==> src/logic/brc_pkg.sv <==
// Shared constants and carrier types of the board reset controller.
`default_nettype none
package brc_pkg;

  ////////////////////////////////////////////////////////////////////////////
  // Clock and timing.
  localparam int CLK_MHZ = 25;
  // Least time the processor hard and peripheral resets are held asserted.
  localparam int T_HOLD_NS = 1000;
  localparam int HOLD_CYC = (T_HOLD_NS * CLK_MHZ + 999) / 1000;
  // Least time between peripheral release and processor release.
  localparam int T_PERIPH_NS = 400;
  localparam int PERIPH_CYC = (T_PERIPH_NS * CLK_MHZ + 999) / 1000;
  // Cycles that the configuration drive outlasts the processor reset.
  localparam int CFG_TAIL_CYC = 1;
  // Cycles an accepted request is held after its pin lets go.
  localparam int STRETCH_CYC = 8;
  localparam int CNT_W = 8;

  ////////////////////////////////////////////////////////////////////////////
  // Widths and reset values.
  localparam int SUB_W = 4;
  localparam int CFG_W = 8;
  localparam int AUX_W = 8;
  localparam logic [CFG_W-1:0] CFG_RST = 8'h00;
  localparam logic [AUX_W-1:0] AUX_RST = 8'h00;

  ////////////////////////////////////////////////////////////////////////////
  // Sequencer states.
  typedef enum logic [1:0] {
    BRC_IDLE,
    BRC_HOLD,
    BRC_PERIPH,
    BRC_CFG_TAIL
  } brc_state_t;

  // Reset requests, all active high.
  typedef struct packed {
    logic pg_low;
    logic sb_reset;
    logic trace_rec;
    logic cpu_req;
    logic dbg_hrst;
    logic wdog;
    logic dbg_trst;
  } brc_req_t;

  localparam int REQ_W = $bits(brc_req_t);

  // Reset outputs, all active high before inversion at the pins.
  typedef struct packed {
    logic proc_hrst;
    logic proc_trst;
    logic phy;
    logic lbus;
    logic mem;
    logic gen;
    logic config_drive_n;
  } brc_rst_t;

endpackage
`default_nettype wire

==> src/logic/brc_req_cond.sv <==
// Two-flop synchroniser and pulse stretcher for reset requests.
`timescale 1ns/1ns
`default_nettype none
module brc_req_cond #(
  parameter int W = 7,
  parameter int STRETCH = 8
) (
  // Clock and reset.
  input wire logic i_clk,
  input wire logic i_rst_b,
  // Raw requests and conditioned requests.
  input wire logic [W-1:0] i_req,
  output logic [W-1:0] o_req
);

  // A stretch must fit the counter and cover a three-cycle pulse.
  if (STRETCH < 3 || STRETCH > 255) begin : g_bad_stretch
    $error("brc_req_cond: STRETCH out of range");
  end

  localparam logic [7:0] STRETCH_LD = 8'(STRETCH);

  ////////////////////////////////////////////////////////////////////////////
  // One synchroniser and stretcher per request bit.
  for (genvar b = 0; b < W; b++) begin : g_bit
    logic meta_reg;
    logic sync_reg;
    logic [7:0] cnt_reg;
    logic out_reg;

    // The first flop feeds only the second.
    always_ff @(posedge i_clk or negedge i_rst_b) begin
      if (!i_rst_b) begin
        meta_reg <= 1'b0;
        sync_reg <= 1'b0;
      end else begin
        meta_reg <= i_req[b];
        sync_reg <= meta_reg;
      end
    end

    // A short pulse keeps the output up for STRETCH cycles more.
    always_ff @(posedge i_clk or negedge i_rst_b) begin
      if (!i_rst_b) begin
        cnt_reg <= 8'h00;
        out_reg <= 1'b0;
      end else begin
        if (sync_reg) begin
          cnt_reg <= STRETCH_LD;
        end else if (cnt_reg != 8'h00) begin
          cnt_reg <= cnt_reg - 8'h01;
        end
        out_reg <= sync_reg || (cnt_reg != 8'h00);
      end
    end

    assign o_req[b] = out_reg;
  end

endmodule // brc_req_cond
`default_nettype wire

==> src/logic/brc_top.sv <==
// Board reset controller: request gathering, reset terms and sequencer.
`timescale 1ns/1ns
`default_nettype none
// Operation
// - Main power-good low holds everything in reset.
// - Normal startup asserts processor test reset.
// - Debug hard reset never causes test reset.
// - No sequencer test reset with probe attached.
// - Debug hard reset resets whole board.
// - Stretch short processor reset request pulse.
// - Trace recovery resets by default, maskable.
// - Settings reset by all but subsupplies, start, debug test reset.
// - Aux register cleared only by power-level term.
// - Watchdog expiry clears all internal settings.
// - Debug hard reset clears all internal settings.
// - Subordinate supply changes reset no register.
// - Start, debug, general reset trigger sequencer.
// - Processor hard reset comes from sequencer only.
// - Test reset ORs sequencer and debug request.
// - Config drive outlasts processor reset one clock.
// - Software start keeps settings, runs startup.
// - Separate PHY, bus, memory, general resets.
// - Standby power reset resets controller completely.
module brc_top #(
  parameter int SUB_W = brc_pkg::SUB_W,
  parameter int CFG_W = brc_pkg::CFG_W,
  parameter int AUX_W = brc_pkg::AUX_W,
  parameter int STRETCH = brc_pkg::STRETCH_CYC
) (
  // Clock and standby power reset.
  input wire logic i_clk,
  input wire logic i_rst_b,
  // Power supply status.
  input wire logic i_main_power_good,
  input wire logic [SUB_W-1:0] i_sub_supply_good,
  // Debug port.
  input wire logic i_debug_hard_reset_n,
  input wire logic i_debug_test_reset_n,
  input wire logic i_debug_probe_attached,
  // Other reset sources.
  input wire logic i_southbridge_sw_reset_n,
  input wire logic i_trace_recovery_req_n,
  input wire logic i_trace_mask,
  input wire logic i_cpu_reset_request_n,
  input wire logic i_watchdog_expired,
  input wire logic i_sw_start,
  // Software configuration path.
  input wire logic i_cfg_we,
  input wire logic [CFG_W-1:0] i_cfg_wdata,
  // Reset outputs.
  output logic o_proc_hard_reset_n,
  output logic o_proc_test_reset_n,
  output logic o_phy_soft_reset_n,
  output logic o_local_bus_reset_n,
  output logic o_mem_reset_n,
  output logic o_general_hard_reset_n,
  output logic o_config_drive_n,
  // Status.
  output logic [CFG_W-1:0] o_settings,
  output logic [AUX_W-1:0] o_aux_count,
  output logic [SUB_W-1:0] o_sub_supply_status,
  output logic o_seq_busy
);

  // Widths that the logic cannot serve are refused here; the reset values
  // of the settings and of the tracking count are fixed-width constants.
  if (SUB_W < 1 || CFG_W != brc_pkg::CFG_W || AUX_W != brc_pkg::AUX_W) begin : g_bad_width
    $error("brc_top: unsupported width parameter");
  end

  // Every phase length must fit the phase counter, or a pass would
  // wrap and release the board far too early.
  if (brc_pkg::HOLD_CYC < 1 || brc_pkg::HOLD_CYC > (1 << brc_pkg::CNT_W) ||
      brc_pkg::PERIPH_CYC < 1 || brc_pkg::PERIPH_CYC > (1 << brc_pkg::CNT_W) ||
      brc_pkg::CFG_TAIL_CYC < 1 || brc_pkg::CFG_TAIL_CYC > (1 << brc_pkg::CNT_W)) begin : g_bad_timing
    $error("brc_top: phase length does not fit the counter");
  end

  localparam logic [brc_pkg::CNT_W-1:0] HOLD_LD =
    brc_pkg::CNT_W'(brc_pkg::HOLD_CYC - 1);
  localparam logic [brc_pkg::CNT_W-1:0] PERIPH_LD =
    brc_pkg::CNT_W'(brc_pkg::PERIPH_CYC - 1);
  localparam logic [brc_pkg::CNT_W-1:0] TAIL_LD =
    brc_pkg::CNT_W'(brc_pkg::CFG_TAIL_CYC - 1);
  localparam logic [AUX_W-1:0] AUX_ONE = AUX_W'(1);

  ////////////////////////////////////////////////////////////////////////////
  // Raw requests, turned active high.
  brc_pkg::brc_req_t raw_req;
  brc_pkg::brc_req_t cond_req;
  logic [brc_pkg::REQ_W-1:0] cond_bits;

  // Gather every source but the start command into one active-high carrier.
  always_comb begin
    raw_req.pg_low = !i_main_power_good;
    raw_req.sb_reset = !i_southbridge_sw_reset_n;
    raw_req.trace_rec = !i_trace_recovery_req_n && !i_trace_mask;
    raw_req.cpu_req = !i_cpu_reset_request_n;
    raw_req.dbg_hrst = !i_debug_hard_reset_n;
    raw_req.wdog = i_watchdog_expired;
    raw_req.dbg_trst = !i_debug_test_reset_n;
  end

  // Every request is synchronised and stretched before use.
  brc_req_cond #(
    .W(brc_pkg::REQ_W),
    .STRETCH(STRETCH)
  ) u_cond (
    .i_clk(i_clk),
    .i_rst_b(i_rst_b),
    .i_req(raw_req),
    .o_req(cond_bits)
  );

  assign cond_req = cond_bits;

  ////////////////////////////////////////////////////////////////////////////
  // Reset terms.
  logic power_level_reset;
  logic extended_reset;
  logic sw_start_meta;
  logic sw_start_sync;
  logic sw_start_dly;
  logic go_pulse;

  // The power-level term covers supply, south bridge, trace and
  // processor requests; the extended term covers debug and watchdog.
  always_ff @(posedge i_clk or negedge i_rst_b) begin
    if (!i_rst_b) begin
      power_level_reset <= 1'b1;
      extended_reset <= 1'b0;
    end else begin
      power_level_reset <= cond_req.pg_low || cond_req.sb_reset ||
                           cond_req.trace_rec || cond_req.cpu_req;
      extended_reset <= cond_req.dbg_hrst || cond_req.wdog;
    end
  end

  // The start command is a level from software; only its rise counts.
  always_ff @(posedge i_clk or negedge i_rst_b) begin
    if (!i_rst_b) begin
      sw_start_meta <= 1'b0;
      sw_start_sync <= 1'b0;
      sw_start_dly <= 1'b0;
    end else begin
      sw_start_meta <= i_sw_start;
      sw_start_sync <= sw_start_meta;
      sw_start_dly <= sw_start_sync;
    end
  end

  assign go_pulse = sw_start_sync && !sw_start_dly;

  ////////////////////////////////////////////////////////////////////////////
  // Internal registers.
  logic [CFG_W-1:0] settings_reg;
  logic [AUX_W-1:0] aux_tracking_reg;
  logic [SUB_W-1:0] sub_meta_reg;
  logic [SUB_W-1:0] sub_sync_reg;
  logic seq_done;

  // Settings clear on either term; the start command leaves them alone.
  always_ff @(posedge i_clk or negedge i_rst_b) begin
    if (!i_rst_b) begin
      settings_reg <= brc_pkg::CFG_RST;
    end else if (power_level_reset || extended_reset) begin
      settings_reg <= brc_pkg::CFG_RST;
    end else if (i_cfg_we) begin
      settings_reg <= i_cfg_wdata;
    end
  end

  // The tracking count survives debug and watchdog resets so that a
  // run of completed passes can be counted across them.
  always_ff @(posedge i_clk or negedge i_rst_b) begin
    if (!i_rst_b) begin
      aux_tracking_reg <= brc_pkg::AUX_RST;
    end else if (power_level_reset) begin
      aux_tracking_reg <= brc_pkg::AUX_RST;
    end else if (seq_done) begin
      aux_tracking_reg <= aux_tracking_reg + AUX_ONE;
    end
  end

  // Subordinate supplies are only reported, never a reset source.
  always_ff @(posedge i_clk or negedge i_rst_b) begin
    if (!i_rst_b) begin
      sub_meta_reg <= '0;
      sub_sync_reg <= '0;
    end else begin
      sub_meta_reg <= i_sub_supply_good;
      sub_sync_reg <= sub_meta_reg;
    end
  end

  ////////////////////////////////////////////////////////////////////////////
  // Reset sequencer.
  brc_pkg::brc_state_t state_reg;
  logic [brc_pkg::CNT_W-1:0] cnt_reg;
  logic skip_trst_reg;
  logic trigger;

  // Start, debug hard reset and the general reset all start a pass.
  assign trigger = power_level_reset || extended_reset || go_pulse;

  // A level trigger keeps the sequencer in its hold phase until it
  // lets go, so a long request is never released early.
  always_ff @(posedge i_clk or negedge i_rst_b) begin
    if (!i_rst_b) begin
      state_reg <= brc_pkg::BRC_HOLD;
      cnt_reg <= HOLD_LD;
    end else if (trigger) begin
      state_reg <= brc_pkg::BRC_HOLD;
      cnt_reg <= HOLD_LD;
    end else begin
      unique case (state_reg)
        brc_pkg::BRC_IDLE: begin
          cnt_reg <= cnt_reg;
        end
        brc_pkg::BRC_HOLD: begin
          if (cnt_reg == '0) begin
            state_reg <= brc_pkg::BRC_PERIPH;
            cnt_reg <= PERIPH_LD;
          end else begin
            cnt_reg <= cnt_reg - 1'b1;
          end
        end
        brc_pkg::BRC_PERIPH: begin
          if (cnt_reg == '0) begin
            state_reg <= brc_pkg::BRC_CFG_TAIL;
            cnt_reg <= TAIL_LD;
          end else begin
            cnt_reg <= cnt_reg - 1'b1;
          end
        end
        brc_pkg::BRC_CFG_TAIL: begin
          if (cnt_reg == '0) begin
            state_reg <= brc_pkg::BRC_IDLE;
          end else begin
            cnt_reg <= cnt_reg - 1'b1;
          end
        end
      endcase
    end
  end

  assign seq_done = !trigger && (state_reg == brc_pkg::BRC_CFG_TAIL) &&
                    (cnt_reg == '0);

  // A pass that a debug hard reset joins at any point skips the test
  // reset; a fresh pass from idle starts without the mark.
  always_ff @(posedge i_clk or negedge i_rst_b) begin
    if (!i_rst_b) begin
      skip_trst_reg <= 1'b0;
    end else if (trigger && state_reg == brc_pkg::BRC_IDLE) begin
      skip_trst_reg <= cond_req.dbg_hrst;
    end else if (cond_req.dbg_hrst) begin
      skip_trst_reg <= 1'b1;
    end
  end

  ////////////////////////////////////////////////////////////////////////////
  // Output flops.
  brc_pkg::brc_rst_t rst_next;
  logic seq_trst;
  logic in_hold;
  logic in_proc;
  logic in_tail;

  assign in_hold = (state_reg == brc_pkg::BRC_HOLD);
  assign in_proc = in_hold || (state_reg == brc_pkg::BRC_PERIPH);
  assign in_tail = (state_reg == brc_pkg::BRC_CFG_TAIL);
  // The sequencer only drives the test reset when no probe owns it.
  assign seq_trst = in_hold && !skip_trst_reg &&
                    !i_debug_probe_attached;

  // Next level of every reset output, active high. The debug test reset
  // is ORed in after its synchroniser, so the debug port keeps direct
  // control of the test logic whatever the sequencer is doing.
  always_comb begin
    rst_next.proc_hrst = in_proc;
    rst_next.proc_trst = seq_trst || cond_req.dbg_trst;
    rst_next.phy = in_hold;
    rst_next.lbus = in_hold;
    rst_next.mem = in_hold;
    rst_next.gen = in_hold;
    rst_next.config_drive_n = in_proc || in_tail;
  end

  // Each pin is a flop of its own holding the active-low level, so no gate
  // can glitch a board reset net. All of them assert while standby reset is low.
  always_ff @(posedge i_clk or negedge i_rst_b) begin
    if (!i_rst_b) begin
      o_proc_hard_reset_n <= 1'b0;
      o_proc_test_reset_n <= 1'b0;
      o_phy_soft_reset_n <= 1'b0;
      o_local_bus_reset_n <= 1'b0;
      o_mem_reset_n <= 1'b0;
      o_general_hard_reset_n <= 1'b0;
      o_config_drive_n <= 1'b0;
    end else begin
      o_proc_hard_reset_n <= !rst_next.proc_hrst;
      o_proc_test_reset_n <= !rst_next.proc_trst;
      o_phy_soft_reset_n <= !rst_next.phy;
      o_local_bus_reset_n <= !rst_next.lbus;
      o_mem_reset_n <= !rst_next.mem;
      o_general_hard_reset_n <= !rst_next.gen;
      o_config_drive_n <= !rst_next.config_drive_n;
    end
  end

  // Settings and the tracking count are shown one cycle after they move.
  always_ff @(posedge i_clk or negedge i_rst_b) begin
    if (!i_rst_b) begin
      o_settings <= brc_pkg::CFG_RST;
      o_aux_count <= brc_pkg::AUX_RST;
    end else begin
      o_settings <= settings_reg;
      o_aux_count <= aux_tracking_reg;
    end
  end

  // Supply status is a report only; it feeds no reset term.
  always_ff @(posedge i_clk or negedge i_rst_b) begin
    if (!i_rst_b) begin
      o_sub_supply_status <= '0;
    end else begin
      o_sub_supply_status <= sub_sync_reg;
    end
  end

  // Busy reads high from power-up until the first pass has ended.
  always_ff @(posedge i_clk or negedge i_rst_b) begin
    if (!i_rst_b) begin
      o_seq_busy <= 1'b1;
    end else begin
      o_seq_busy <= (state_reg != brc_pkg::BRC_IDLE);
    end
  end

endmodule // brc_top
`default_nettype wire

==> config.mk <==
export PLATFORM = sky130hd
export DESIGN_NAME = brc_top
export DESIGN_NICKNAME = d
export VERILOG_FILES = /design/src/logic/brc_pkg.sv /design/src/logic/brc_req_cond.sv /design/src/logic/brc_top.sv
export SDC_FILE = /design/constraint.sdc
export NUM_CORES = 1
export LEC_CHECK = 0
export BUFFER_PORTS_ARGS = -buffer_cell sky130_fd_sc_hd__buf_2
export CORE_AREA = 3 3 126 152
export DETAILED_ROUTE_END_ITERATION = 8
export DIE_AREA = 0 0 129 155
export PLACE_DENSITY_LB_ADDON = 0.3
export SLEW_MARGIN = 25
export SYNTH_ARGS = -nofsm -noshare
export SYNTH_HDL_FRONTEND = slang
export SYNTH_SLANG_ARGS = --single-unit
==> constraint.sdc <==
create_clock -name i_clk -period 3.65 [get_ports i_clk]
set_clock_uncertainty 0.15 [all_clocks]
set_input_delay 0 -clock i_clk [delete_from_list [all_inputs] [get_ports i_clk]]
set_output_delay 0 -clock i_clk [all_outputs]
set_load 0.01 [all_outputs]
==> results.md <==
- Routability-driven placement finished with a final weighted congestion of approximately 0.84.
- The internal power of the cells totals ~0.0034 W.
- The H-tree was split into 4 levels.
- At the later pin of the worst-skew pair, clock insertion delay measures ~0.42 ns.
- The number of CTS-inserted buffers is 17.
- Synthesis inferred around 140 register bits.
- The netlist area before placement is roughly 0.0060 mm².
- Adding up every negative setup slack in the final design gives 0 ns.
- The post-cts gate resize count is 0.
- The starting DRC count in detailed routing is about 280.
- The number of antenna violations at the first check in global routing came to 0.
- In this design, the stage delay of the slowest critical-path cell is 0.61 ns.
- The transition time at the pin with the least slew margin is approximately 0.8 ns.
- The number of hold-slack violations in the final timing report is 0.
- The total power per unit cell area is about 650 mW/mm².
- The clock-pin transition on the worst setup and hold timing paths is about 0.06 ns.
- The area of the core is 0.0176 mm².
- Max-cap violations in this run came to 0.
- TritonCTS built the clock tree.
- The clock group share of total power is 0.361.
- The number of rows in the core area is 53.
- After detailed routing, the average wire length per cell comes to roughly 13 µm.
- The shortest period the worst path allows is around 2.3 ns.
- Across all layers, the routed design uses roughly 4200 vias.
- The relative slew slack is 0.467.
- Data arrives at the worst endpoint at 2.41 ns.
- The prevailing post-synth register cell is dfrtp_1.
- In the finished design, the share of the clock period the worst path needs comes to 0.622.
- The maximum buffer depth of the clock tree is 2.
- met2 is the most crowded layer.
- For flop-to-flop paths, the worst setup slack is roughly 1.4 ns.
- For this run, global-route usage on met1 was measured as 0.152.
- The finished layout cell area is ~0.0074 mm².
- The switching share of power is 0.298.
- In this design, the largest share of critical-path delay is due to simple AND/OR/NAND/NOR gates.
- The worst setup path category is reg2reg.
- The critical path goes through inv_1 > ha_1 > nor4b_1 > nand2_1 > or2_2.
- The number of fill cells is around 1600.
- Relative to the synthesized area, the layout overhead comes to 23.4%.
- Before antenna repair, the detailed router went through 4 iterations.
- Clock tree synthesis found a total of about 140 sinks.
- The starting density of the core is 0.342.
- The count of pins over their slew limit came to 0.
- During placement, the flow inserted port buffers numbering 52.
- The number of nets in the synthesized netlist is ~580.
- The Yosys step of the flow raised 0 warnings.
- The endpoint type of the worst setup path is a flip-flop.
- The fraction of power consumed by sequential logic is 0.427.
- The required time at the endpoint of the critical path is approximately 3.8 ns.
- The floorplan die area is 0.0200 mm².
- The pin count of the biggest net entering global routing is 92.
- Of the total power, combinational logic draws 0.212.
- The antenna cell count is 0.
- The run finished with clean final reports.
- The die is 155 µm tall.
- The total DRC errors in the routed layout is 0.
- For this run, the total global-route usage over all layers was measured as 0.123.
- The path class of the tightest hold or removal check is in2reg.
- The number of flops mapped to enable cells by yosys is 0.
- The critical-path maximum fanout is 7.
- The via count of the first global-routing pass is roughly 4300.
- The number of ports placed on the die boundary is 53.
- The launching element type of the critical path is a flip-flop.
- The share of flip-flops with an asynchronous set or reset after synthesis is 1.00.
- Synthesis produced 539 cells.
- A synthesized cell averages ~11 µm².
- Summed over all nets, the switching power comes to approximately 0.0014 W.
- The final layout contains 671 nets.
- The final wirelength is between 10 and 15 mm.
- The met2 track demand over resource is 0.204.
- The sequential element share of the synthesized area is 0.590.
- The first-pass GRT wire length is between 15 and 20 mm.
- The flip-flop count of the largest register after layout is 56.
- Summed over all layers, the global routing overflow is 0.
- The slowest stage of the critical path is the nor4b_1 cell.
- The worst-case vdd ir drop is 0.357 mV.
- The placed wire-length estimate after detailed placement is 7.83 mm.
- Dividing the detail-routed via count by the number of cells gives between 4 and 5.
- The combined buffer and inverter count along the critical path is 1.
- The reported leakage power is about 3.3 nW.
- Setup repair after global routing left no endpoint under its margin.
- From left edge to right edge, the die measures 129 µm.
- The remaining antenna violation count after routing is 0.
- In this run the cell area measured after placement is around 0.0065 mm².
- The number of different library cells in the post-synthesis netlist is between 60 and 70.
- The fraction of final layout cells with drive strength greater than 1 is 0.188.
- The tree is rooted in a clkbuf_16.
- The highest achievable clock rate is around 0.44 GHz.
- The setup-violating endpoint count in the final report is 0.
- The met3 demand-to-capacity share in global routing is 0.0357.
- Hold is met by 0.0694 ns.
-- power by group through the flow --
stage,Clock [W],Combinational [W],Sequential (W)
after floorplan,0,0.000815,0.00201
after global placement,0,0.000963,0.00206
after detailed placement,0,0.00100,0.00208
after CTS,0.00179,0.00103,0.00205
after global routing,0.00185,0.00118,0.00210
final,0.00174,0.00102,0.00206
-- layout make-up --
class | instances | area [µm²] | area share
well taps | 220 | 275 | 0.0370
clock inverters | 11 | 130 | 0.0175
flip-flops and latches | 142 | 3560 | 0.478
clock buffers | 21 | 480 | 0.0645
inverters | 32 | 120 | 0.0161
repair buffers | 85 | 592 | 0.0795
multi-input cells | 351 | 2290 | 0.308
-- through the flow --
stage	power, W	utilization	std cells	worst slack, ns
2_1_floorplan	0.00283	-	539	1.68
3_3_place_gp	0.00303	0.370	799	1.53
3_5_place_dp	0.00308	0.370	799	1.39
4_1_cts	0.00488	0.422	862	1.37
5_1_grt	0.00514	0.422	862	1.13
6_report	0.00481	0.422	862	1.38
-- layer usage --
| metal | share of wire | wire [µm] | vias up |
|---|---|---|---|
| met3 | 0.037 | 422 | 10 |
| met5 | 0 | 0 | - |
| met2 | 0.51 | 5750 | 79 |
| li1 | - | - | 2059 |
| met4 | 0.010 | 114 | 0 |
| met1 | 0.45 | 5100 | 2083 |
-- cell families (layout without fill, tap and decap cells) --
family,count (synthesis),after routing,synth area share
simple gates,216,216,0.198
flops,142,142,0.590
compound gates,83,83,0.0914
buf+inv,46,149,0.0309
mux,19,19,0.0315
fa+ha+maj,17,17,0.0352
xor+xnor,16,16,0.0232
-- cells in the final DEF, fill, tap and decap left out, types with 5 or more instances in the layout --
| master | n |
|---|---|
| nor4_1 | 5 |
| nor2b_1 | 6 |
| o21ai_0 | 6 |
| or3_1 | 7 |
| nor2_1 | 66 |
| clkbuf_16 | 17 |
| a211oi_1 | 9 |
| nand2b_1 | 15 |
| ha_1 | 17 |
| nor3_1 | 13 |
| inv_1 | 32 |
| mux2i_1 | 19 |
| xnor2_1 | 14 |
| or2_2 | 9 |
| or4_1 | 7 |
| o31ai_1 | 8 |
| dlygate4sd3_1 | 31 |
| dfstp_2 | 5 |
| buf_2 | 51 |
| nand3_1 | 12 |
| dfrtp_1 | 137 |
| a21oi_1 | 35 |
| nand2_1 | 36 |
-- synthesized netlist by cell type, drive strengths merged (3+ instances only) --
library cell | count | area, µm²
nor4bb | 3 | 30.0
buf | 11 | 55.1
xnor2 | 14 | 123
nand2b | 15 | 93.8
nand4 | 4 | 25.0
nand3b | 3 | 22.5
nand2 | 37 | 141
nor4b | 6 | 86.3
nor4 | 5 | 31.3
o21ai | 6 | 30.0
o31ai | 8 | 60.1
clkbuf | 3 | 11.3
a211oi | 9 | 67.6
a2111oi | 3 | 26.3
nor3 | 17 | 111
or3 | 9 | 58.8
nor2 | 68 | 260
ha | 17 | 213
nand3 | 12 | 60.1
nor2b | 6 | 37.5
or3b | 4 | 35.0
inv | 32 | 120
or4b | 3 | 33.8
mux2i | 19 | 190
or2 | 9 | 56.3
or4 | 8 | 63.8
dfstp | 5 | 131
and3 | 3 | 18.8
dfrtp | 137 | 3430
a21oi | 35 | 175
o211ai | 3 | 22.5
-- timing repair --
item / CTS / global route
endpoints found under the setup margin: 0 / 0
hold buffers: 31 / 0
hold endpoints to repair: 110 / 0
setup buffers: 0 / 0
-- final timing paths --
| path | endpoint | depth (start not counted) | from |
|---|---|---|---|
| min | sub_meta_reg[3]$_DFF_PN0_ | 2 | i_sub_supply_good[3] |
| max | u_cond.g_bit[0].out_reg$_DFF_PN0_ | 5 | u_cond.g_bit[0].cnt_reg[0]$_DFFE_PN0P_ |
| max reg2reg | u_cond.g_bit[0].out_reg$_DFF_PN0_ | 5 | u_cond.g_bit[0].cnt_reg[0]$_DFFE_PN0P_ |
| max in group asynchronous | u_cond.g_bit[3].out_reg$_DFF_PN0_ | 3 | i_rst_b |
| min in group asynchronous | cnt_reg[7]$_DFFE_PN0P_ | 2 | i_rst_b |
| min reg2reg | u_cond.g_bit[4].sync_reg$_DFF_PN0_ | 0 | u_cond.g_bit[4].meta_reg$_DFF_PN0_ |
Power figures use the tool's default switching activity.
